<file path="src/rtl/obc_cfg.svh">
`ifndef OBC_CFG_SVH
`define OBC_CFG_SVH

// ----------------------------------------------------------------
// option byte field positions
// ----------------------------------------------------------------
`define OBC_PKG_BIT        7
`define OBC_RSTDLY_BIT     6
`define OBC_TYPE_HI        5
`define OBC_TYPE_LO        4
`define OBC_RANGE_HI       3
`define OBC_RANGE_LO       1
`define OBC_PLLOFF_BIT     0

// ----------------------------------------------------------------
// reset values and delay counts
// ----------------------------------------------------------------
`define OBC_BYTE_RST       8'hFF
`define OBC_PROT_RST       1'h1
`define OBC_DLY_LONG       13'h1000
`define OBC_DLY_SHORT      13'h0100
`define OBC_PORT_PADS      8

`endif

</file>
<file path="src/rtl/obc_pkg.sv">
package obc_pkg;

  typedef enum logic [1:0] {
    OBC_SRC_RESONATOR = 2'h0,
    OBC_SRC_RESERVED  = 2'h1,
    OBC_SRC_RC        = 2'h2,
    OBC_SRC_EXTERNAL  = 2'h3
  } obc_src_t;

  typedef enum logic [2:0] {
    OBC_RNG_LOW_POWER    = 3'h0,
    OBC_RNG_MEDIUM_POWER = 3'h1,
    OBC_RNG_MEDIUM_SPEED = 3'h2,
    OBC_RNG_HIGH_SPEED   = 3'h3
  } obc_range_t;

  typedef struct packed {
    logic       package_select_bit;
    logic       reset_delay_select;
    obc_src_t   clock_source_type;
    obc_range_t oscillator_range_field;
    logic       pll_disable;
  } obc_opt_t;

  typedef struct packed {
    logic low_power_range;
    logic medium_power_range;
    logic medium_speed_range;
    logic high_speed_range;
  } obc_rng_onehot_t;

endpackage : obc_pkg

</file>
<file path="src/rtl/obc_option_byte_cfg.sv">
`timescale 1ns/1ps
`default_nettype none
`include "obc_cfg.svh"

module obc_option_byte_cfg
  import obc_pkg::*;
#(
  parameter logic [12:0] DLY_LONG_CYC = `OBC_DLY_LONG
)(
  // clock and reset
  input  wire logic        i_ref_clk,
  input  wire logic        i_resetn,
  // non-volatile storage and variant
  input  wire logic [7:0]  i_nv_opt_byte,
  input  wire logic        i_nv_prot_bit,
  input  wire logic        i_flash_variant,
  // programming port
  input  wire logic        i_prog_mode,
  input  wire logic        i_prog_wr,
  input  wire logic [7:0]  i_prog_wdata,
  output logic             o_prog_wr_en,
  output logic [7:0]       o_prog_wdata,
  output logic [7:0]       o_prog_rdata,
  // halt exit
  input  wire logic        i_halt_exit,
  // decoded configuration
  output obc_opt_t         o_opt,
  output obc_rng_onehot_t  o_range_onehot,
  output logic             o_pkg_wide,
  output logic [7:0]       o_unbonded_pad_mask,
  output logic             o_src_resonator,
  output logic             o_src_rc,
  output logic             o_src_external,
  output logic             o_resonator_current_sel,
  output logic             o_pll_enable,
  output logic             o_readout_protect,
  output logic             o_cfg_illegal,
  // reset sequencer
  output logic             o_delay_busy,
  output logic             o_cpu_release
);

  // ----------------------------------------------------------------
  // decoding helpers
  // ----------------------------------------------------------------
  function automatic obc_opt_t obc_unpack(input logic [7:0] b);
    obc_opt_t o;
    o.package_select_bit     = b[`OBC_PKG_BIT];
    o.reset_delay_select     = b[`OBC_RSTDLY_BIT];
    o.clock_source_type      = obc_src_t'(b[`OBC_TYPE_HI:`OBC_TYPE_LO]);
    o.oscillator_range_field = obc_range_t'(b[`OBC_RANGE_HI:`OBC_RANGE_LO]);
    o.pll_disable            = b[`OBC_PLLOFF_BIT];
    return o;
  endfunction : obc_unpack

  function automatic logic obc_src_is(input obc_src_t t, input obc_src_t want);
    return (t == want);
  endfunction : obc_src_is

  function automatic logic [12:0] obc_delay(input logic sel);
    return sel ? `OBC_DLY_SHORT : DLY_LONG_CYC;
  endfunction : obc_delay

  // ----------------------------------------------------------------
  // sequencer states
  // ----------------------------------------------------------------
  typedef enum logic [2:0] {
    ST_SAMPLE = 3'b001,
    ST_DELAY  = 3'b010,
    ST_RUN    = 3'b100
  } obc_state_t;

  obc_state_t state_q;
  obc_opt_t   opt_q;
  logic       prot_q;
  logic       start_q;
  logic       dly_done;
  logic       dly_busy;

  // ----------------------------------------------------------------
  // sample once after reset release
  // ----------------------------------------------------------------
  // later changes in the store are ignored until the next reset
  // single capture
  always_ff @(posedge i_ref_clk or negedge i_resetn) begin
    if (!i_resetn) begin
      opt_q  <= obc_opt_t'(`OBC_BYTE_RST);
      prot_q <= `OBC_PROT_RST;
    end else if (state_q == ST_SAMPLE) begin
      opt_q  <= obc_unpack(i_nv_opt_byte);
      prot_q <= i_nv_prot_bit;
    end
  end

  // halt exit reuses the delay chosen at reset
  // delay at reset and halt exit
  always_ff @(posedge i_ref_clk or negedge i_resetn) begin
    if (!i_resetn) begin
      state_q <= ST_SAMPLE;
      start_q <= 1'b0;
    end else begin
      start_q <= 1'b0;
      case (state_q)
        ST_SAMPLE: begin
          state_q <= ST_DELAY;
          start_q <= 1'b1;
        end
        ST_DELAY: begin
          if (dly_done) begin
            state_q <= ST_RUN;
          end
        end
        ST_RUN: begin
          if (i_halt_exit) begin
            state_q <= ST_DELAY;
            start_q <= 1'b1;
          end
        end
        default: begin
          state_q <= ST_SAMPLE;
        end
      endcase
    end
  end

  obc_delay_counter u_dly (
    .i_ref_clk (i_ref_clk),
    .i_resetn  (i_resetn),
    .i_start   (start_q),
    .i_count   (obc_delay(opt_q.reset_delay_select)),
    .o_busy    (dly_busy),
    .o_done    (dly_done)
  );

  // ----------------------------------------------------------------
  // decoded outputs
  // ----------------------------------------------------------------
  assign o_opt = opt_q;

  assign o_pkg_wide = opt_q.package_select_bit;

  genvar g;
  generate
    for (g = 0; g < `OBC_PORT_PADS; g++) begin : g_pad
      if (g >= 6) begin : g_hi
        assign o_unbonded_pad_mask[g] = ~opt_q.package_select_bit;
      end else begin : g_lo
        assign o_unbonded_pad_mask[g] = 1'b0;
      end
    end
  endgenerate

  assign o_src_resonator = obc_src_is(opt_q.clock_source_type, OBC_SRC_RESONATOR);
  assign o_src_rc        = obc_src_is(opt_q.clock_source_type, OBC_SRC_RC);
  assign o_src_external  = obc_src_is(opt_q.clock_source_type, OBC_SRC_EXTERNAL);

  assign o_resonator_current_sel = o_src_resonator;

  assign o_range_onehot.low_power_range    =
    (opt_q.oscillator_range_field == OBC_RNG_LOW_POWER);
  assign o_range_onehot.medium_power_range =
    (opt_q.oscillator_range_field == OBC_RNG_MEDIUM_POWER);
  assign o_range_onehot.medium_speed_range =
    (opt_q.oscillator_range_field == OBC_RNG_MEDIUM_SPEED);
  assign o_range_onehot.high_speed_range   =
    (opt_q.oscillator_range_field == OBC_RNG_HIGH_SPEED);

  assign o_pll_enable = ~opt_q.pll_disable;

  assign o_readout_protect = i_flash_variant ? ~prot_q : prot_q;

  // ----------------------------------------------------------------
  // unsupported combinations, reported but not overridden
  // ----------------------------------------------------------------
  logic bad_type;
  logic bad_ext_pll;
  logic bad_rc_pll;
  logic bad_range_pll;

  assign bad_type      = obc_src_is(opt_q.clock_source_type, OBC_SRC_RESERVED);
  assign bad_ext_pll   = o_pll_enable & o_src_external & i_flash_variant;
  assign bad_rc_pll    = o_pll_enable & o_src_rc;
  assign bad_range_pll = o_pll_enable & ~o_range_onehot.medium_power_range;

  assign o_cfg_illegal = bad_type | bad_ext_pll | bad_rc_pll | bad_range_pll;

  assign o_prog_wr_en = i_prog_mode & i_prog_wr & i_flash_variant;
  assign o_prog_wdata = i_prog_wdata;
  assign o_prog_rdata = i_prog_mode ? i_nv_opt_byte : 8'h00;

  assign o_delay_busy  = dly_busy;
  assign o_cpu_release = (state_q == ST_RUN);

endmodule : obc_option_byte_cfg
`default_nettype wire

</file>
<file path="src/rtl/obc_delay_counter.sv">
`timescale 1ns/1ps
`default_nettype none
`include "obc_cfg.svh"

module obc_delay_counter
  import obc_pkg::*;
(
  // clock and reset
  input  wire logic        i_ref_clk,
  input  wire logic        i_resetn,
  // control
  input  wire logic        i_start,
  input  wire logic [12:0] i_count,
  // status
  output logic             o_busy,
  output logic             o_done
);

  logic [12:0] cnt_q;
  logic        busy_q;
  logic        done_q;

  always_ff @(posedge i_ref_clk or negedge i_resetn) begin
    if (!i_resetn) begin
      cnt_q  <= 13'h0000;
      busy_q <= 1'b0;
      done_q <= 1'b0;
    end else begin
      done_q <= 1'b0;
      if (i_start) begin
        cnt_q  <= i_count - 13'h0001;
        busy_q <= 1'b1;
      end else if (busy_q) begin
        if (cnt_q == 13'h0000) begin
          busy_q <= 1'b0;
          done_q <= 1'b1;
        end else begin
          cnt_q <= cnt_q - 13'h0001;
        end
      end
    end
  end

  assign o_busy = busy_q;
  assign o_done = done_q;

endmodule : obc_delay_counter
`default_nettype wire

</file>
<file path="config.mk">
export PLATFORM = sky130hd
export DESIGN_NAME = obc_option_byte_cfg
export DESIGN_NICKNAME = d
export VERILOG_FILES = /design/src/rtl/obc_pkg.sv /design/src/rtl/obc_option_byte_cfg.sv /design/src/rtl/obc_delay_counter.sv
export VERILOG_INCLUDE_DIRS = /design/src /design/src/rtl
export SDC_FILE = /design/constraint.sdc
export NUM_CORES = 1
export LEC_CHECK = 0
export BUFFER_PORTS_ARGS = -buffer_cell sky130_fd_sc_hd__buf_2
export CORE_MARGIN = 2
export CORE_UTILIZATION = 53
export CTS_BUF_LIST = sky130_fd_sc_hd__clkbuf_2
export CTS_CLUSTER_SIZE = 8
export DETAILED_ROUTE_END_ITERATION = 8
export GPL_TIMING_DRIVEN = 1
export PLACE_DENSITY = 0.93
export REMOVE_ABC_BUFFERS = 1
export SYNTH_ARGS = -nofsm -noshare
export SYNTH_HDL_FRONTEND = slang
export SYNTH_SLANG_ARGS = --single-unit
</file>
<file path="constraint.sdc">
create_clock -name i_ref_clk -period 2.8 [get_ports i_ref_clk]
set_input_delay 0.56 -clock i_ref_clk [delete_from_list [all_inputs] [get_ports i_ref_clk]]
set_output_delay 0.56 -clock i_ref_clk [all_outputs]
set_load 0.02 [all_outputs]
</file>
==> impl_metrics.csv, run 1 <==
group,metric,value,unit
clocking,cts_hold_buf,0,
clocking,insertion_delay,360,ps
layout,final_area,0.00188,mm²
yosys,ys_warn_count,0,
routing,first_pass_iters,4,
yosys,yosys.area.top_type,"dfrtp_1",
yosys,netlist_top_cells_area,"dfrtp_1, dfstp_2, buf_4",
timing,rsz0062_at_grt,"false",
yosys,syn-cell-area,0.00167,mm²
layout,antennaDiodeCount,0,
routing,routed_via_density,5.41,
yosys,ys.flop_type,"dfrtp_1",
grt,grt_pass1_wl,5050,µm
floorplanning,start_util,55.1,%
worst_setup_path,end_kind,"output pin",
floorplanning,die_y,60.1,µm
clocking,clock_path_buffers,2,
yosys,ys_types,46,
floorplanning,num_rows,20,
clocking,cts_tree,"yes",
layout,layout-drive-gt1-share,35.9,%
worst_setup_path,cp-endpoint,"o_cfg_illegal",
clocking,clock_sinks,28,
grt,grt_usage,18.5,%
timing,setup_ws,557,ps
timing,max_freq,0.446,GHz
clocking,cts_made_buffers,3,
grt,grt_overflow,0,
run_status,status,"completed",
layout,fin_cells,250,
worst_setup_path,r2r_end,"u_dly.cnt_q[11]",
clocking,root_buffer,"clkbuf_2",
routing,finalWirelength,3210,µm
timing,period_needed,2240,ps
timing,setup_viol,0,
worst_setup_path,cp.required,2240,ps
place,io_buffers,47,
layout,syn_to_final_growth,12.6,%
yosys,yosysMostFrequentCell,"nor2_1",
layout,utilization,62.1,%
worst_setup_path,r2r_start,"u_dly.cnt_q[6]",
routing,routedWlPerCell,12.9,µm
timing,holdWs,143,ps
routing,drt_first_iter_violations,37,
clocking,htreeDepth,1,
yosys,synthTopCellsByCount,"nor2_1, dfrtp_1, buf_4",
clocking,cts_resized,0,
floorplanning,dieArea,0.00361,mm²
place,dpl.hpwl,2490,µm
timing,drv_slew,0,
place,gp_congestion,0.897,
floorplanning,die_w,60.1,µm
power,cellLeakagePower,0.951,nW
yosys,synth-edff-count,0,
floorplanning,io_pins,70,
power,power_density,372,mW/mm²
timing,skew,2.15,ps
layout,fin_nets,230,
yosys,synthCells,170,
run,cap_violations,0,
timing,hold_viol,0,
worst_setup_path,critPathKind,"reg -> out",
yosys,yosysSeqAreaShare,42.7,%
worst_setup_path,crit_fanout,6,
yosys,async_flop_share,100,%
grt,antenna_found_initial,0,
place,placed_cells,246,
worst_setup_path,reg2reg_setup_slack,770,ps
yosys,ys_seq_elements,28,
timing,setup_tns,0,ps
hold_path,hp-class,"in -> async",
worst_setup_path,ff2ff_path_depth,6,
worst_setup_path,worstPathArrival,1680,ps
yosys,synth_top_area_share,27.0,%
clocking,cts_setup_buffers,0,
timing,worst_slew_pin_slew,598,ps
floorplanning,fp.coreArea,0.00303,mm²
timing,period_share,80.1,%
grt,grt_pass1_vias,1182,
power,ir_drop,0.245,mV
worst_setup_path,startpoint_type,"flop",
power,power.total,699,µW
place,dpl_worst_slack,785,ps
place,postPlaceCellArea,0.00183,mm²
worst_setup_path,startpoint,"o_opt[1]",
routing,drc,0,
timing,slew_headroom,60.1,%
layout,n_fill_cell,277,
grt,grt_max_degree,29,
routing,antenna_left,0,
routing,via_count,1353,
yosys,syn-mean-instance-area,9.82,µm²
clocking,clk_pin_slew_worst_paths,260,ps
## layout make-up
| class | count | area [µm²] | share of cell area (%) |
|---|---|---|---|
| repair buffers | 50 | 258 | 13.7 |
| multi-input cells | 117 | 782 | 41.6 |
| flip-flops and latches | 28 | 713 | 37.9 |
| inverters | 7 | 26.3 | 1.40 |
| clock inverters | 1 | 30.0 | 1.60 |
| well taps | 44 | 55.1 | 2.93 |
| clock buffers | 3 | 15.0 | 0.799 |
## routing by layer
layer | global-route usage [%] | part of all wire [%] | wire [µm] | vias up
li1 | - | - | - | 644
met1 | 21.7 | 43 | 1400 | 630
met2 | 32.8 | 48 | 1540 | 75
met3 | 4.76 | 7.5 | 241 | 4
met4 | 5.71 | 1.0 | 32 | 0
met5 | 0 | 0 | 0 | -
## critical path: stages (launching register included)
cell and delay, ps:
dfstp_2 620, nor3b_1 260, nand2b_1 100, a22o_1 180, buf_2 150
## logic make-up after synthesis
logic type,Yosys count,share of synthesized area [%]
flops,28,42.7
other cells,1,0.225
xor+xnor,2,1.05
buf+inv,30,11.5
simple gates,72,25.3
mux,10,6.52
compound gates,27,12.7
## worst min-delay path by stage
stage | cells past startpoint | slack [ps] | to
after global routing | 1 | 140 | u_dly.cnt_q[2]
after detailed placement | 1 | 520 | u_dly.cnt_q[12]
after floorplan | 0 | 260 | start_q
final | 1 | 140 | u_dly.cnt_q[5]
after CTS | 1 | 160 | u_dly.cnt_q[5]
after global placement | 1 | 510 | u_dly.cnt_q[12]
## flip-flops by register name (all words and copies together), names as in the netlist
name / count
o_opt: 7
state_q: 3
u_dly.cnt_q: 13
u_dly.o_done: 1
start_q: 1
u_dly.o_busy: 1
o_pkg_wide: 1
prot_q: 1
## cells in the final DEF (no fill, tap or decap), types with 2 or more instances in the layout
cell type / netlist / layout
dfstp_2: 10 / 10
nor3b_1: 6 / 6
or3_1: 2 / 2
clkbuf_2: 0 / 3
nor3_1: 4 / 4
a21oi_1: 5 / 5
mux2i_1: 3 / 3
xor2_1: 2 / 2
mux2_1: 7 / 7
a221oi_2: 2 / 2
and3_1: 2 / 2
buf_4: 17 / 3
inv_1: 7 / 7
nor2b_1: 4 / 4
buf_2: 1 / 47
o21ai_0: 4 / 4
or3_4: 2 / 2
nand2_1: 8 / 8
o21ai_1: 2 / 2
nand2b_1: 2 / 2
nor2_1: 22 / 22
and2_1: 9 / 9
a22o_1: 2 / 2
conb_1: 1 / 6
dfrtp_1: 18 / 18
nor4_1: 3 / 3
a211oi_1: 2 / 2
## power by group
group | leakage, nW | total [mW] | internal [mW] | switching, mW
clock | 0.0266 | 0.244 | 0.123 | 0.122
sequential | 0.350 | 0.406 | 0.406 | 0
combinational | 0.575 | 0.0486 | 0.0154 | 0.0332
Power figures use the tool's default switching activity.
==> run 2: changes to the inputs <==
- ABC_AREA: unset -> 1
- CORE_UTILIZATION: 53 -> 50
- PLACE_DENSITY: 0.93 -> 0.88
- clock period: 2.8 -> 2.1 ns (I/O delays scaled with it)
==> run 2 against run 1 <==
  * Register-to-register slack lost 330 ps
  * Synthesized cell count rose by 41%
  * Critical path type unchanged
  * Total power is 50% higher
  * Largest cell class unchanged
  * Global-route usage increased by 0.23 points
  * Critical path depth is the same
==> impl_metrics.csv, run 2 <==
group,metric,value,unit
worst_setup_path,path_cells,"inv_1 > nor3_1 > o21ai_0 > buf_2",
floorplanning,io_pins,70,
power,pwr-share-clk,30.3,%
place,placed_cells,315,
yosys,ys_types,27,
clocking,cts_made_buffers,3,
worst_setup_path,r2r_end,"u_dly.cnt_q[3]",
power,switchingPower,273,µW
power,ir_drop,0.276,mV
place,gp_congestion,0.907,
grt,grt_pass1_wl,6000,µm
yosys,synthCells,239,
power,power.internal,773,µW
place,dpl_worst_slack,523,ps
yosys,ys_seq_elements,28,
clocking,clock_path_buffers,2,
yosys,synthTopCellsByCount,"nand2_1, inv_1, buf_4, dfrtp_1, nor2_1",
routing,routed_via_density,4.73,
routing,finalWirelength,3660,µm
grt,grt_usage,18.7,%
power,pwr-share-comb,14.6,%
routing,antenna_left,0,
yosys,synth_top_area_share,25.9,%
power,p_sw_share,26.1,%
routing,drt_first_iter_violations,71,
layout,fin_nets,297,
worst_setup_path,cp_slowest_cell,"dfstp_2",
yosys,async_flop_share,100,%
worst_setup_path,worstPathArrival,1510,ps
timing,setup_ws,175,ps
worst_setup_path,reg2reg_setup_slack,440,ps
grt,grt_pass1_vias,1416,
routing,drc,0,
floorplanning,fp.coreArea,0.00334,mm²
run,cap_violations,0,
timing,drv_slew,0,
clocking,cts_tree,"yes",
worst_setup_path,cp_num_buf_inv,2,
worst_setup_path,crit_fanout,4,
worst_setup_path,critPathKind,"reg -> out",
floorplanning,num_rows,21,
routing,routedWlPerCell,11.5,µm
grt,antenna_found_initial,0,
place,dpl.hpwl,2870,µm
run_status,status,"completed",
place,io_buffers,47,
clocking,root_buffer,"clkbuf_2",
yosys,syn-cell-area,0.00174,mm²
clocking,clock_sinks,28,
worst_setup_path,cp-endpoint,"o_cfg_illegal",
layout,layout_commonest_cell,"nand2_1",
clocking,cts_hold_buf,0,
yosys,netlist_top_cells_area,"dfrtp_1, nand2_1, dfstp_2",
yosys,yosys.area.top_type,"dfrtp_1",
worst_setup_path,startpoint,"o_opt[1]",
yosys,yosysMostFrequentCell,"nand2_1",
worst_setup_path,r2r_start,"start_q",
yosys,yosysSeqAreaShare,40.9,%
layout,top_register,"u_dly.cnt_q",
layout,layout_common_cells,"nand2_1, buf_2, inv_1",
floorplanning,start_util,52.2,%
timing,slew_headroom,60.9,%
worst_setup_path,startpoint_type,"flop",
grt,grt_overflow,0,
routing,via_count,1510,
floorplanning,die_y,63.0,µm
worst_setup_path,ff2ff_path_depth,7,
hold_path,hp-class,"in -> async",
clocking,clk_pin_slew_worst_paths,250,ps
timing,skew,7.40,ps
worst_setup_path,cp.required,1680,ps
timing,period_needed,1930,ps
clocking,htreeDepth,1,
timing,worst_slew_pin_slew,586,ps
floorplanning,die_w,63.0,µm
worst_setup_path,crit_path_max_incr_delay,610,ps
worst_setup_path,path_depth,4,
power,power_density,543,mW/mm²
timing,max_freq,0.519,GHz
routing,first_pass_iters,4,
layout,antennaDiodeCount,0,
worst_setup_path,end_kind,"output pin",
timing,setup_viol,0,
layout,fin_cells,319,
clocking,cts_setup_buffers,0,
layout,largest_reg_flops,13,
yosys,ys.flop_type,"dfrtp_1",
power,seqPwrFrac,55.1,%
clocking,cts_resized,0,
yosys,ys_warn_count,0,
timing,rsz0062_at_grt,"false",
power,cellLeakagePower,1.07,nW
timing,setup_tns,0,ps
yosys,syn-mean-instance-area,7.29,µm²
layout,syn_to_final_growth,10.7,%
floorplanning,dieArea,0.00397,mm²
layout,layout-drive-gt1-share,30.4,%
yosys,synth-edff-count,0,
grt,grt_max_degree,29,
timing,hold_viol,0,
timing,period_share,91.7,%
worst_setup_path,critical_path.top_delay_family,"flip-flops",
clocking,insertion_delay,360,ps
==> run 2: changes by cell type after synthesis, sizes merged, moves of 7 or more <==
cell	before	now
nand2	8	97
inv	7	30
nand3	0	11
and2	9	0
mux2	7	0
o21ai	6	13
==> run 2: area by class of cell <==
type                       count  area, µm²
fill                         331       1410
clock buffer                   3       15.0
timing repair buffer          48        243
clock inverter                 1       30.0
tap                           46       57.6
inverter                      30        115
multi-input combinational    163        754
sequential                    28        713
==> run 2: worst min-delay path by stage <==
stage               depth (start not counted)            to  startpoint  slack (ps)
floorplan                                   0       start_q    i_resetn         120
global placement                            1    state_q[1]    i_resetn         460
detailed placement                          1  u_dly.o_done    i_resetn         460
CTS                                         1    state_q[1]    i_resetn          20
global route                                1    state_q[1]    i_resetn          20
finish                                      1    state_q[1]    i_resetn           8
==> run 2: per-layer routing <==
layer | vias up | wire length (µm) | share of wire [%] | track usage [%]
li1 | 772 | - | - | -
met1 | 695 | 1510 | 41 | 21.6
met2 | 39 | 1840 | 50 | 33.0
met3 | 4 | 267 | 7.3 | 6.13
met4 | 0 | 40 | 1.1 | 5.28
met5 | - | 0 | 0 | 0
==> run 2: worst reg2reg max path, cell delays in order, from the launching register on <==
cell and delay, ps:
dfrtp_1 600, inv_4 170, nand2_1 170, nand2_2 190, inv_2 220, nand2_1 120
nand2_1 70, nand2_1 40
==> run 2: power by group through the flow <==
stage,registers (mW),logic (mW),clock network (mW)
after global placement,0.584,0.150,0
after CTS,0.576,0.154,0.325
after floorplan,0.594,0.0778,0
final,0.576,0.152,0.318
after global routing,0.579,0.168,0.345
after detailed placement,0.585,0.153,0
==> run 2: metrics by stage <==
stage	hold WS, ps	total power [mW]	cell area [µm²]	utilization, %
2_1_floorplan	124	0.672	1580	-
3_3_place_gp	455	0.735	1880	56.4
3_5_place_dp	460	0.738	1880	56.4
4_1_cts	21.2	1.06	1930	57.8
5_1_grt	19.4	1.09	1930	57.8
6_report	7.82	1.05	1930	57.8
==> run 2: kinds of logic (layout without fill, tap and decap cells) <==
logic type      Yosys count  in the layout  share of synthesized area, %
flops                    28             28                          40.9
other cells               1              6                         0.215
buf+inv                  53             82                          16.8
compound gates           17             17                          5.03
xor+xnor                  1              1                         0.503
simple gates            139            139                          36.5
